### src/hdl/tac_pkg.sv
// package of constants for the type a timer control block
package tac_pkg;
   // register byte addresses
   localparam logic [11:0] TAC_CTRL_ADDR = 12'h000;
   localparam logic [11:0] TAC_COUNT_ADDR = 12'h004;
   localparam logic [11:0] TAC_PERIOD_ADDR = 12'h008;
   // control field positions
   localparam int TAC_ON_BIT = 15;
   localparam int TAC_IDLE_STOP_BIT = 13;
   localparam int TAC_WBLOCK_BIT = 12;
   localparam int TAC_WPEND_BIT = 11;
   localparam int TAC_GATE_BIT = 7;
   localparam int TAC_PS_LO = 4;
   localparam int TAC_SYNC_BIT = 2;
   localparam int TAC_CS_BIT = 1;
   // writable control bits: 15,13,12,7,5,4,2,1
   localparam logic [31:0] TAC_CTRL_WMASK = 32'h0000_b0b6;
   localparam logic [31:0] TAC_CTRL_RESET = 32'h0000_0000;
   localparam logic [15:0] TAC_COUNT_RESET = 16'h0000;
   localparam logic [15:0] TAC_PERIOD_RESET = 16'hffff;
   // prescale codes and divide counts
   localparam logic [1:0] TAC_PS_1 = 2'h0;
   localparam logic [1:0] TAC_PS_8 = 2'h1;
   localparam logic [1:0] TAC_PS_64 = 2'h2;
   localparam logic [1:0] TAC_PS_256 = 2'h3;
   localparam logic [7:0] TAC_DIV_8_LAST = 8'h07;
   localparam logic [7:0] TAC_DIV_64_LAST = 8'h3f;
   localparam logic [7:0] TAC_DIV_256_LAST = 8'hff;
   // cycles an asynchronous count write stays pending after its first pending cycle
   localparam logic [1:0] TAC_ASYNC_WR_CYCLES = 2'h3;
   localparam logic [1:0] TAC_RESP_OKAY = 2'h0;
   localparam logic [1:0] TAC_RESP_SLVERR = 2'h2;
endpackage

### src/hdl/tac_prescaler.sv
// input prescaler: pulses once per 1, 8, 64 or 256 input ticks
`timescale 1ns/100ps
module tac_prescaler
   import tac_pkg::*;
(
   // clock and reset
   input wire logic mclk,
   input wire logic sys_rst,
   // control
   input wire logic clear,
   input wire logic tick,
   input wire logic [1:0] sel,
   // result
   output logic tick_out
);
   typedef struct packed {
      logic [7:0] cnt;
      logic out;
   } tac_ps_state_t;
   tac_ps_state_t st, next_st;
   logic [7:0] last;

   always_comb begin
      next_st = st;
      next_st.out = 1'b0;
      case (sel)
         TAC_PS_8: last = TAC_DIV_8_LAST;
         TAC_PS_64: last = TAC_DIV_64_LAST;
         TAC_PS_256: last = TAC_DIV_256_LAST;
         default: last = 8'h00;
      endcase
      if (clear) begin
         next_st.cnt = 8'h00;
      end else if (tick) begin
         if (st.cnt >= last) begin
            next_st.cnt = 8'h00;
            next_st.out = 1'b1;
         end else begin
            next_st.cnt = st.cnt + 8'h01;
         end
      end
   end

   always_ff @(posedge mclk) begin
      if (sys_rst) begin
         st <= '0;
      end else begin
         st <= next_st;
      end
   end
   assign tick_out = st.out;
endmodule

### src/hdl/tac_timer.sv
// type a timer with control register, count and period on axi4-lite
//
// Decided for this implementation: register access over AXI4-Lite and the register addresses.
`timescale 1ns/100ps
module tac_timer
   import tac_pkg::*;
(
   // clock and reset
   input wire logic mclk,
   input wire logic sys_rst,
   // chip state and pins
   input wire logic idle_mode,
   input wire logic ext_clk_pin,
   input wire logic gate_pin,
   // axi4-lite write address
   input wire logic [11:0] s_axi_awaddr,
   input wire logic s_axi_awvalid,
   output logic s_axi_awready,
   // axi4-lite write data
   input wire logic [31:0] s_axi_wdata,
   input wire logic [3:0] s_axi_wstrb,
   input wire logic s_axi_wvalid,
   output logic s_axi_wready,
   // axi4-lite write response
   output logic [1:0] s_axi_bresp,
   output logic s_axi_bvalid,
   input wire logic s_axi_bready,
   // axi4-lite read
   input wire logic [11:0] s_axi_araddr,
   input wire logic s_axi_arvalid,
   output logic s_axi_arready,
   output logic [31:0] s_axi_rdata,
   output logic [1:0] s_axi_rresp,
   output logic s_axi_rvalid,
   input wire logic s_axi_rready,
   // timer event
   output logic period_match
);
   typedef struct packed {
      logic [31:0] ctrl;
      logic [15:0] count;
      logic [15:0] period;
      logic [15:0] wr_value;
      logic [1:0] wr_wait;
      logic wr_pend;
      logic [2:0] ext_sync;
      logic [1:0] gate_sync;
      logic aw_got;
      logic [11:0] aw_addr;
      logic w_got;
      logic [31:0] w_data;
      logic [3:0] w_strb;
      logic awready;
      logic wready;
      logic bvalid;
      logic [1:0] bresp;
      logic arready;
      logic rvalid;
      logic [31:0] rdata;
      logic [1:0] rresp;
      logic match;
   } tac_state_t;
   tac_state_t st, next_st;

   logic ps_tick;
   logic ps_clear;
   logic src_tick;
   logic run;
   logic async_mode;
   logic [31:0] wmask;
   logic [31:0] ctrl_read;

   // external clock edge after the two-flop synchroniser; the async path is
   // modelled in the bus domain too, since the block has one clock only
   assign async_mode = st.ctrl[TAC_CS_BIT] & ~st.ctrl[TAC_SYNC_BIT];
   assign ps_clear = ~st.ctrl[TAC_ON_BIT];

   always_comb begin
      src_tick = 1'b1;
      if (st.ctrl[TAC_CS_BIT]) begin
         src_tick = st.ext_sync[1] & ~st.ext_sync[2];
      end else if (st.ctrl[TAC_GATE_BIT]) begin
         src_tick = st.gate_sync[1];
      end
      // gate enable is not looked at while the external source is picked
      run = st.ctrl[TAC_ON_BIT] & ~(st.ctrl[TAC_IDLE_STOP_BIT] & idle_mode);
   end

   tac_prescaler u_ps (
      .mclk(mclk),
      .sys_rst(sys_rst),
      .clear(ps_clear),
      .tick(src_tick & run),
      .sel(st.ctrl[TAC_PS_LO+1:TAC_PS_LO]),
      .tick_out(ps_tick)
   );

   always_comb begin
      ctrl_read = st.ctrl & TAC_CTRL_WMASK;
      ctrl_read[TAC_WPEND_BIT] = st.wr_pend & async_mode;
      for (int i = 0; i < 32; i++) begin
         wmask[i] = st.w_strb[i/8];
      end
   end

   always_comb begin
      next_st = st;
      next_st.ext_sync = {st.ext_sync[1:0], ext_clk_pin};
      next_st.gate_sync = {st.gate_sync[0], gate_pin};
      next_st.match = 1'b0;
      next_st.awready = 1'b0;
      next_st.wready = 1'b0;
      next_st.arready = 1'b0;

      // counting
      if (ps_tick && run) begin
         if (st.count == st.period) begin
            next_st.count = TAC_COUNT_RESET;
            next_st.match = 1'b1;
         end else begin
            next_st.count = st.count + 16'h0001;
         end
      end

      // pending asynchronous count write lands after a fixed delay
      if (st.wr_pend) begin
         if (st.wr_wait == 2'h0) begin
            next_st.wr_pend = 1'b0;
            next_st.count = st.wr_value;
         end else begin
            next_st.wr_wait = st.wr_wait - 2'h1;
         end
      end

      // write channels, taken in either order
      if (s_axi_awvalid && !st.aw_got && !st.awready) begin
         next_st.awready = 1'b1;
         next_st.aw_got = 1'b1;
         next_st.aw_addr = s_axi_awaddr;
      end
      if (s_axi_wvalid && !st.w_got && !st.wready) begin
         next_st.wready = 1'b1;
         next_st.w_got = 1'b1;
         next_st.w_data = s_axi_wdata;
         next_st.w_strb = s_axi_wstrb;
      end
      if (st.aw_got && st.w_got && !st.bvalid) begin
         next_st.aw_got = 1'b0;
         next_st.w_got = 1'b0;
         next_st.bvalid = 1'b1;
         next_st.bresp = TAC_RESP_OKAY;
         case (st.aw_addr)
            TAC_CTRL_ADDR: begin
               next_st.ctrl = ((st.ctrl & ~(wmask & TAC_CTRL_WMASK)) |
                  (st.w_data & wmask & TAC_CTRL_WMASK));
            end
            TAC_COUNT_ADDR: begin
               if (async_mode) begin
                  if (!(st.wr_pend && st.ctrl[TAC_WBLOCK_BIT])) begin
                     next_st.wr_pend = 1'b1;
                     next_st.wr_wait = TAC_ASYNC_WR_CYCLES;
                     next_st.wr_value = st.w_data[15:0];
                  end
               end else begin
                  next_st.count = st.w_data[15:0];
               end
            end
            TAC_PERIOD_ADDR: begin
               next_st.period = st.w_data[15:0];
            end
            default: begin
               next_st.bresp = TAC_RESP_SLVERR;
            end
         endcase
      end else if (st.bvalid && s_axi_bready) begin
         next_st.bvalid = 1'b0;
      end

      // read channel
      if (s_axi_arvalid && !st.rvalid && !st.arready) begin
         next_st.arready = 1'b1;
         next_st.rvalid = 1'b1;
         next_st.rresp = TAC_RESP_OKAY;
         case (s_axi_araddr)
            TAC_CTRL_ADDR: next_st.rdata = ctrl_read;
            TAC_COUNT_ADDR: next_st.rdata = {16'h0000, st.count};
            TAC_PERIOD_ADDR: next_st.rdata = {16'h0000, st.period};
            default: begin
               next_st.rdata = 32'h0000_0000;
               next_st.rresp = TAC_RESP_SLVERR;
            end
         endcase
      end else if (st.rvalid && s_axi_rready) begin
         next_st.rvalid = 1'b0;
      end
   end

   always_ff @(posedge mclk) begin
      if (sys_rst) begin
         st <= '0;
         st.ctrl <= TAC_CTRL_RESET;
         st.count <= TAC_COUNT_RESET;
         st.period <= TAC_PERIOD_RESET;
      end else begin
         st <= next_st;
      end
   end

   assign s_axi_awready = st.awready;
   assign s_axi_wready = st.wready;
   assign s_axi_bvalid = st.bvalid;
   assign s_axi_bresp = st.bresp;
   assign s_axi_arready = st.arready;
   assign s_axi_rvalid = st.rvalid;
   assign s_axi_rdata = st.rdata;
   assign s_axi_rresp = st.rresp;
   assign period_match = st.match;
endmodule

### config.mk
export PLATFORM = sky130hd
export DESIGN_NAME = tac_timer
export DESIGN_NICKNAME = d
export VERILOG_FILES = /design/src/hdl/tac_pkg.sv /design/src/hdl/tac_prescaler.sv /design/src/hdl/tac_timer.sv
export SDC_FILE = /design/constraint.sdc
export NUM_CORES = 1
export LEC_CHECK = 0
export BUFFER_PORTS_ARGS = -buffer_cell sky130_fd_sc_hd__buf_2
export CORE_MARGIN = 4
export CORE_UTILIZATION = 38
export CTS_CLUSTER_SIZE = 16
export DETAILED_ROUTE_END_ITERATION = 10
export MAX_ROUTING_LAYER = met4
export PLACE_DENSITY = 0.71
export SYNTH_ARGS = -nofsm -noshare
export SYNTH_HDL_FRONTEND = slang
export SYNTH_SLANG_ARGS = --single-unit
### constraint.sdc
create_clock -name mclk -period 2 [get_ports mclk]
set_clock_uncertainty 0.05 [all_clocks]
set_input_delay 0.1 -clock mclk [delete_from_list [all_inputs] [get_ports mclk]]
set_output_delay 0.1 -clock mclk [all_outputs]
set_load 0.005 [all_outputs]
# Word-level counts from Yosys, hierarchy flattened

Index checks and enable logic that the tools add are counted.

Bits in registers: 171
Bits in latches: 0
Logic and storage cells: 116
Bits in writable memories: 0
Memories kept: 0
Memory bits (read-only): 0

$add $sub $neg: 3
Shift-type cells: 0
Reductions and logical operators: 33
Bitwise gates (word level): 17
Multiplexer cells: 30
$mul: 0
Magnitude comparators: 1
Eq/ne operators: 8
Div/mod/pow operators: 0

Operators with widths:

| cell                                                 | number |
|---|---|
| 2-to-1 mux 16 bit                                    | 7 |
| 2-to-1 mux 19 bit                                    | 3 |
| 2-to-1 mux 51 bit                                    | 1 |
| one-hot mux 16 bit (3 select lines)                  | 1 |
| AND 32 bit                                           | 1 |
| inverter 16 -> 32 bit                                | 1 |
| bitwise OR 32 x 16 -> 32 bit                         | 1 |
| equality test 12 x 3 -> 1 bit, second input constant | 2 |
| equality test 12 x 4 -> 1 bit, second input constant | 2 |
| logical NOT 12 bit                                   | 2 |
| one-hot mux 8 bit (3 select lines)                   | 1 |
| adder 16 x 1 -> 16 bit, second input constant        | 1 |
| AND 16 bit                                           | 1 |
| equality test 16 bit                                 | 1 |
| logical AND 1 bit                                    | 12 |
| 2-to-1 mux 1 bit                                     | 12 |
| OR reduction 3 bit                                   | 3 |
| adder 8 x 1 -> 8 bit, second input constant          | 1 |
| >= comparator 8 bit                                  | 1 |
| 2-to-1 mux 8 bit                                     | 1 |
| logical NOT 1 bit                                    | 7 |
| inverter 1 bit                                       | 7 |
| AND 1 bit                                            | 6 |
| 2-to-1 mux 2 bit                                     | 3 |
| 9 further kinds                                      | 14 |

# Logic depth before layout (Yosys ltp)

Gate-level depths: netlist of run 1.

Depth after elaboration: 10
Depth in mapped cells: 8
Mapped depth without buffers: 8

# Cells and area by module

From an unflattened synthesis of run 1, not the netlist that was laid out.

Cells, all modules: 724
Area, all modules: 6054.6 µm²

By module, submodules not included:

| module        | sequential area each (µm²) | cells an instance | area an instance (µm²) | instances |
|---|---|---|---|---|
| tac_timer     | 2402.3                     | 651               | 5440.2                 | 1 |
| tac_prescaler | 180.2                      | 73                | 614.3                  | 1 |

# Worst setup path before layout of run 1

OpenSTA, ideal clock, no wires.

Path type: register to register
Start point: reg st[79] (netlist name)
End point: reg st[143] (netlist name)
Library setup time: 136 ps
Period minus slack after synthesis: 1965 ps
Stages on the path, launching flop included: 9
Required time: 1814 ps
Path buffers: 2
Data arrival time: 1779 ps
Slack: 35 ps
Cell sequence: dfxtp_1 -> nor4_4 -> nand4_4 -> or3_1 -> buf_6 -> buf_8 -> and3_4 -> a21oi_2 -> o32ai_1

Cells in the longest elaborated chain, start to end: 3

Ends and longest elaborated chain:

| item                          | RTL line         | RTL |
|---|---|---|
| start: declaration            | tac_timer.sv:63  | `tac_state_t st, next_st;` |
| start signal: assignment      | tac_timer.sv:205 | `st <= next_st;` |
| equality test 12 x 3 -> 1 bit | tac_timer.sv:152 | `case (st.aw_addr)` |
| 2-to-1 mux 16 bit             | tac_timer.sv:152 |  |
| 2-to-1 mux 51 bit             | tac_timer.sv:147 | `if (st.aw_got && st.w_got && !st.bvalid) begin` |

Every way passes these cells.
A chain may end at the register's enable or synchronous reset.

# Final worst setup path of run 1

Start point: reg st[118] (netlist name)
End point: reg st[143] (netlist name)

Cells in the longest elaborated chain, start to end: 8

Ends and longest elaborated chain:

| item                     | RTL line         | RTL |
|---|---|---|
| equality test 16 bit (*) | tac_timer.sv:117 | `if (st.count == st.period) begin` |
| 2-to-1 mux 16 bit (*)    | tac_timer.sv:117 |  |
| 2-to-1 mux 16 bit (*)    | tac_timer.sv:116 | `if (ps_tick && run) begin` |
| 2-to-1 mux 16 bit        | tac_timer.sv:127 | `if (st.wr_wait == 2'h0) begin` |
| 2-to-1 mux 16 bit (*)    | tac_timer.sv:126 | `if (st.wr_pend) begin` |
| 2-to-1 mux 16 bit        | tac_timer.sv:158 | `if (async_mode) begin` |
| 2-to-1 mux 16 bit        | tac_timer.sv:152 |  |
| 2-to-1 mux 51 bit (*)    | tac_timer.sv:147 |  |

Mark *: on every way between the ends. The rest lies on a longest branch, timed or not.

==> results of run 1 <==
==> final cells by class <==
cell class / count / area [sq um] / share of cell area, %
multi-input cells: 498 / 3100 / 39.7
flip-flops and latches: 129 / 2590 / 33.1
repair buffers: 169 / 1220 / 15.6
clock buffers: 21 / 470 / 6.02
well taps: 211 / 264 / 3.38
clock inverters: 11 / 135 / 1.73
inverters: 8 / 30.0 / 0.384
==> repair_timing <==
item / 4_1_cts / 5_1_grt
hold buffers: 37 / 0
cloned: 0 / 1
hold endpoints to repair: 39 / 0
setup endpoints to repair: 9 / 45
gates resized for setup: 4 / 30
setup buffers: 0 / 5
pin swaps: 1 / 19
==> registers in the layout, indices dropped and copies added, names as in the netlist, named ones only <==
register and flops:
u_ps.st 8, s_axi_wready 1, s_axi_rvalid 1, st 85, s_axi_awready 1, next_st 3
u_ps.tick_out 1, s_axi_rresp 1, s_axi_arready 1, s_axi_rdata 16, s_axi_bvalid 1, s_axi_bresp 1
period_match 1
==> per-layer routing <==
layer / GRT usage, % / vias up
met3: 3.93 / 18
met2: 25.0 / 146
met5: - / -
li1: - / 2613
met4: 6.34 / 0
met1: 23.5 / 2409
==> synthesized netlist by cell type, types with 4 or more instances <==
library cell	number	area (sq um)
dfxtp_1	129	2580
nand2_1	120	450
a21oi_1	75	375
buf_4	38	285
nor2_1	33	124
xor2_1	33	289
a22oi_1	24	180
nor2b_1	23	144
clkbuf_1	18	67.6
o21ai_0	18	90.1
nand3_1	17	85.1
a211o_1	16	140
nor3_1	12	60.1
ha_1	10	125
nand2b_1	9	56.3
and3_2	8	60.1
inv_1	8	30.0
buf_2	7	35.0
nand4_1	7	43.8
nor4_1	7	43.8
o32ai_1	7	61.3
mux2i_1	6	60.1
nor3b_1	6	45.0
xnor2_1	5	43.8
o21a_1	4	30.0
==> through the flow <==
stage,utilization [%],setup slack [ns]
after global routing,51.2,-0.0472
after global placement,43.3,-0.0192
after CTS,49.8,0.00941
after floorplan,-,0.0355
final,51.2,0.0610
after detailed placement,43.3,-0.0751
==> tightest hold or removal path, cell delays in order <==
cell,delay [ns]
buf_2,0.10
or3b_2,0.21
nor2_1,0.05
==> power by group through the flow <==
| stage | clock (mW) | combinational [mW] | sequential (mW) |
|---|---|---|---|
| floorplan | 0 | 0.215 | 2.73 |
| global placement | 0 | 0.297 | 2.75 |
| detailed placement | 0 | 0.299 | 2.75 |
| CTS | 3.18 | 0.355 | 2.70 |
| global route | 3.30 | 0.403 | 2.71 |
| finish | 3.15 | 0.359 | 2.70 |
==> logic make-up after synthesis <==
logic type | after synthesis | share of synthesized area, %
AND/OR/NAND/NOR | 266 | 22.9
AO/OA/AOI/OAI | 160 | 16.9
flip-flops | 129 | 43.4
buffers and inverters | 78 | 8.09
XOR/XNOR | 38 | 5.59
adder cells (fa/ha/maj) | 10 | 2.10
multiplexers | 6 | 1.01
other | 1 | 0.0630
==> worst paths after layout <==
path / start / to / cells after the start
worst max-delay path: st[118]$_SDFFE_PP1P_ / st[143]$_SDFF_PP0_ / 7
worst min-delay path: s_axi_arvalid / s_axi_arready$_SDFF_PP0_ / 3
worst max register to register: st[118]$_SDFFE_PP1P_ / st[143]$_SDFF_PP0_ / 7
worst min register to register: next_st[95]$_SDFF_PP0_ / next_st[96]$_SDFF_PP0_ / 1
==> flow_summary.json, run 1 <==
{
  "dp.cells": 972,
  "grt_pass1_wl_um": 24100,
  "synth_flop_cell": "dfxtp_1",
  "via_count": 5186,
  "final_area_sq_mm": 0.00782,
  "netlist_area_sq_mm": 0.00596,
  "htreeDepth": 4,
  "totalWireLength_um": 15300,
  "fin_nets": 903,
  "place.gp.congestion": 0.803,
  "power_mw": 6.21,
  "route.detailed.drc": 0,
  "worst_ep_arrival_time_ns": 2.18,
  "die_h_um": 133,
  "start_util_pct": 39.0,
  "r2r_slack_ns": 0.06,
  "hold_viol": 0,
  "worst-setup-path-type": "flop to flop",
  "final_common_cell": "dfxtp_1",
  "clkSlewWorstSetupHoldPaths_ns": 0.05,
  "met3_length_um": 748,
  "wl_met1_um": 7450,
  "io_buffers": 75,
  "ys_seq_area_share_pct": 43.4,
  "syn-instance-count": 688,
  "tightest_slew_ns": 0.499,
  "placementRows": 45,
  "power_frac_comb_pct": 5.8,
  "synth-edff-count": 0,
  "cts_buffers": 17,
  "pin_count": 112,
  "grt_pass1_vias": 4723,
  "final_cell_mix": "125 x dfxtp_1, 118 x nand2_1, 74 x buf_2, 72 x a21oi_1, 54 x buf_4",
  "period_needed_ns": 1.94,
  "fillers": 1400,
  "hold_ws_ns": 0.0524,
  "sw_frac_of_total_pct": 21.9,
  "clock_tree.root_cell": "clkbuf_16",
  "crit_chain": "xor2_1, nor4_2, nand4_1, o22ai_1, buf_4, buf_4, o32ai_1",
  "relSlewSlack_pct": 66.6,
  "die-area_sq_mm": 0.0177,
  "setup-tns-final_ns": 0,
  "power_switching_mw": 1.36,
  "critical_path_required_ns": 2.24,
  "grt_max_degree": 40,
  "grt_overflow": 0,
  "ys_types": 58,
  "power.density_mw_per_mm2": 795,
  "slew_violations": 0,
  "intPower_mw": 4.85,
  "stdcell_count": 1047,
  "power.share.clock_pct": 50.7,
  "diodes": 0,
  "routedWlPerCell_um": 14.6,
  "post-route-period-util_pct": 96.9,
  "cts_tree": "done",
  "seq_power_share_pct": 43.5,
  "dp_hpwl_um": 10400,
  "slowest_stage": "nor4_2",
  "status": "finished clean",
  "cts_max_path_buffers": 2,
  "topRoutingLayerUsed": "met4",
  "coreArea_sq_mm": 0.0153,
  "crit_buf_inv": 2,
  "drv_cap": 0,
  "wl_met2_um": 6840,
  "dr.pass1.iters": 5,
  "vdd_ir_drop_max_uv": 690,
  "setup_viol": 0,
  "path_common_cell": "buf_4",
  "drtIter0Drc": 372,
  "clkLatencyLatePin_ns": 0.42,
  "crit_family": "simple AND/OR/NAND/NOR gates",
  "viasPerCell": 4.95,
  "p_leak_nw": 3.04,
  "hp-class": "input pin to flop",
  "placed_cell_area_sq_mm": 0.00661,
  "async_flop_share_pct": 0,
  "synth_area_per_cell_sq_um": 8.66,
  "areaGrowthSynthToFinish_pct": 31.2,
  "synth_warnings": 0,
  "slowest_delay_ns": 0.34,
  "crit_fanout": 12,
  "crit_path_end_kind": "flop",
  "grt_use_total_pct": 17.2,
  "antenna_found_initial": 0,
  "clock-sinks": 129,
  "drtAntennaViolNets": 0,
  "dieWidth_um": 133,
  "start_kind": "flop",
  "drive_above_1_share_pct": 25.4,
  "synth-seq-cells": 129,
  "fmax_mhz": 516
}
Note: power is estimated with default switching activity, not from simulation.
==> run 2: changes to the inputs <==
--- a/config.mk
+++ b/config.mk
@@ -6,12 +6,15 @@
 export NUM_CORES = 1
 export LEC_CHECK = 0
 export BUFFER_PORTS_ARGS = -buffer_cell sky130_fd_sc_hd__buf_2
+export CELL_PAD_IN_SITES_DETAIL_PLACEMENT = 1
+export CELL_PAD_IN_SITES_GLOBAL_PLACEMENT = 2
 export CORE_MARGIN = 4
-export CORE_UTILIZATION = 38
+export CORE_UTILIZATION = 30
 export CTS_CLUSTER_SIZE = 16
 export DETAILED_ROUTE_END_ITERATION = 10
 export MAX_ROUTING_LAYER = met4
-export PLACE_DENSITY = 0.71
+export PLACE_DENSITY = 0.88
 export SYNTH_ARGS = -nofsm -noshare
 export SYNTH_HDL_FRONTEND = slang
+export SYNTH_HIERARCHICAL = 1
 export SYNTH_SLANG_ARGS = --single-unit
==> run 2 against run 1 <==
  * Sequential cell count did not move
  * Critical path type unchanged
  * Die area rose by 27%
  * Core utilization decreased by 11 points
  * Critical path depth is the same
  * Count of clock-buffer cells in the layout rose by 1
  * Register-to-register slack about the same
==> flow_summary.json, run 2 <==
{
  "slew_violations": 0,
  "synthMostInstantiatedCell": "nand2_1",
  "netlist_top_cells_count": "130 x nand2_1, 129 x dfxtp_1, 71 x a21oi_1",
  "grt_overflow": 0,
  "clkLatencyLatePin_ns": 0.43,
  "top_register": "st",
  "r2r_slack_ns": 0.05,
  "drtAntennaViolNets": 0,
  "critical_path_required_ns": 2.29,
  "worstHoldPathCells": 4,
  "rsz0062_at_grt": "true",
  "tightest_slew_ns": 0.946,
  "die-area_sq_mm": 0.0225,
  "r2r_start": "st[135]$_SDFF_PP0_",
  "yosysTopAreaCell": "dfxtp_1",
  "setup_viol": 0,
  "grt_use_total_pct": 16.4,
  "relSlewSlack_pct": 36.7,
  "cp-endpoint": "st[142]$_SDFF_PP0_",
  "yosysTopAreaCellShare_pct": 42.7,
  "hp-class": "input pin to flop",
  "hold_viol": 0,
  "die_h_um": 150,
  "synthMuxAreaShare_pct": 2.15,
  "drtIter0Drc": 246,
  "post-route-period-util_pct": 97.6,
  "cts_buffers": 17,
  "synth_compound_area_share_pct": 16.0,
  "totalWireLength_um": 17900,
  "crit_start": "st[135]$_SDFF_PP0_",
  "synthSimpleGateAreaFrac_pct": 24.2,
  "synth-edff-count": 0,
  "async_flop_share_pct": 0,
  "stdcell_count": 1124,
  "vdd_ir_drop_max_uv": 577,
  "largest_reg_flops": 85,
  "grt_max_degree": 103,
  "diodes": 0,
  "status": "finished clean",
  "netlist_area_sq_mm": 0.00605,
  "route.detailed.drc": 0,
  "power.density_mw_per_mm2": 780,
  "clkSlewWorstSetupHoldPaths_ns": 0.06,
  "routedWlPerCell_um": 15.9,
  "synth-seq-cells": 129,
  "viasPerCell": 4.86,
  "dp.cells": 1052,
  "htreeDepth": 4,
  "coreArea_sq_mm": 0.0197,
  "pin_count": 112,
  "grt_pass1_vias": 5506,
  "dr.pass1.iters": 5,
  "placementRows": 51,
  "ys_seq_area_share_pct": 42.7,
  "final_common_cell": "nand2_1",
  "fmax_mhz": 512,
  "worst_ep_arrival_time_ns": 2.24,
  "clock_tree.root_cell": "clkbuf_16",
  "start_kind": "flop",
  "syn-instance-count": 724,
  "place.gp.congestion": 0.825,
  "ys_top_cells_by_area": "dfxtp_1 43%, nand2_1 8.1%, a21oi_1 5.9%",
  "via_count": 5463,
  "areaGrowthSynthToFinish_pct": 30.7,
  "worst-setup-path-type": "flop to flop",
  "clock-sinks": 129,
  "cts_tree": "done",
  "slowest_delay_ns": 0.37,
  "synth_top_family_by_area": "simple AND/OR/NAND/NOR gates",
  "period_needed_ns": 1.95,
  "start_util_pct": 30.8,
  "dp_hpwl_um": 12200,
  "final_cell_mix": "130 x nand2_1, 121 x dfxtp_1, 74 x buf_2, 70 x a21oi_1, 51 x nor2_1",
  "fin_nets": 924,
  "drive_above_1_share_pct": 23.5,
  "io_buffers": 75,
  "synth_flop_cell": "dfxtp_1",
  "synthXorXnorAreaFrac_pct": 4.77,
  "p_leak_nw": 3.08,
  "synth_adder_area_share_pct": 1.65,
  "synth_area_per_cell_sq_um": 8.36,
  "slowest_stage": "dfxtp_2",
  "worstReg2RegEnd": "st[142]$_SDFF_PP0_",
  "grt_pass1_wl_um": 28300,
  "reg2regPathDepth": 7,
  "crit_path_end_kind": "flop",
  "dieWidth_um": 150,
  "cts_max_path_buffers": 2,
  "crit_chain": "buf_4, and4_4, nand4_4, nand2b_1, xor2_1, or3_1, a211oi_2",
  "antenna_found_initial": 0,
  "ys_types": 62,
  "crit_fanout": 5,
  "hold_ws_ns": 0.0445,
  "synth_warnings": 6,
  "drv_cap": 0
}
==> run 2: cell types whose count changed after synthesis, sizes merged, moves of 9 or more <==
cell | previous run | this run
nand2 | 120 | 130
nor3 | 13 | 22
xnor2 | 5 | 24
a22oi | 24 | 8
nor2 | 33 | 53
xor2 | 33 | 9
a221oi | 1 | 12
==> run 2: routing by layer <==
metal  vias up  share of wire (%)  GRT usage, %
met5         -                  0             -
met4         0                1.3          4.67
met3        21                4.7          3.91
met2       125                 45          25.4
met1      2609                 49          21.6
li1       2708                  -             -
==> run 2: cells by family after synthesis <==
family                     count (synthesis)
xor gates and xnor gates                  33
and+or+nand+nor                          301
other                                      1
adders and majority gates                  8
buffers and inverters                     89
muxes                                     13
DFF                                      129
AOI/OAI and AO/OA                        150
==> run 2: power breakdown <==
part	leakage, nW	switching [mW]	internal, mW	total (mW)
clock network	0.288	1.15	1.95	3.10
registers	1.05	0.0689	2.63	2.70
logic	1.74	0.190	0.180	0.370
==> run 2: worst max-delay path, delay by kind of cell, from the launching register on <==
family	cells	cell delay [ns]
flops	1	0.37
buf+inv	1	0.13
simple gates	4	0.93
xor+xnor	1	0.16
compound gates	1	0.22
==> run 2: how the worst min path moves through the flow <==
stage | startpoint | end | slack, ns
detailed placement | ext_clk_pin | next_st[95]$_SDFF_PP0_ | 0.28
global placement | ext_clk_pin | next_st[95]$_SDFF_PP0_ | 0.28
floorplan | gate_pin | next_st[93]$_SDFF_PP0_ | 0.18
finish | s_axi_arvalid | s_axi_rresp[1]$_SDFFE_PP0P_ | 0.04
CTS | s_axi_arvalid | s_axi_rresp[1]$_SDFFE_PP0P_ | 0.03
global route | s_axi_arvalid | s_axi_rresp[1]$_SDFFE_PP0P_ | 0.04
==> run 2: through the flow <==
stage	TNS [ns]	instance area [sq um]	setup WS, ns	power, mW	util (%)
6_report	0	7920	0.0479	6.17	40.3
5_1_grt	-0.0937	7920	-0.0471	6.42	40.3
4_1_cts	0	7750	0.000213	6.24	39.4
3_5_place_dp	-0.0866	6770	-0.0553	3.06	34.4
3_3_place_gp	0	6770	0.0221	3.05	34.4
2_1_floorplan	0	6120	0.182	2.94	-
==> run 2: area by class of cell <==
type                            count  area (sq um)
Clock buffer                       22           484
Clock inverter                     10           108
Fill cell                        2345         11700
Inverter                           12          45.0
Multi-Input combinational cell    523          3160
Sequential cell                   129          2600
Tap cell                          265           332
Timing Repair Buffer              163          1190
==> run 2: repair_timing <==
action	4_1_cts	5_1_grt
resized for setup	4	30
endpoints found under the hold margin	39	0
setup buffers	1	1
hold buffers	37	0
gates cloned	0	1
pin swaps	1	11
endpoints found under the setup margin	25	60
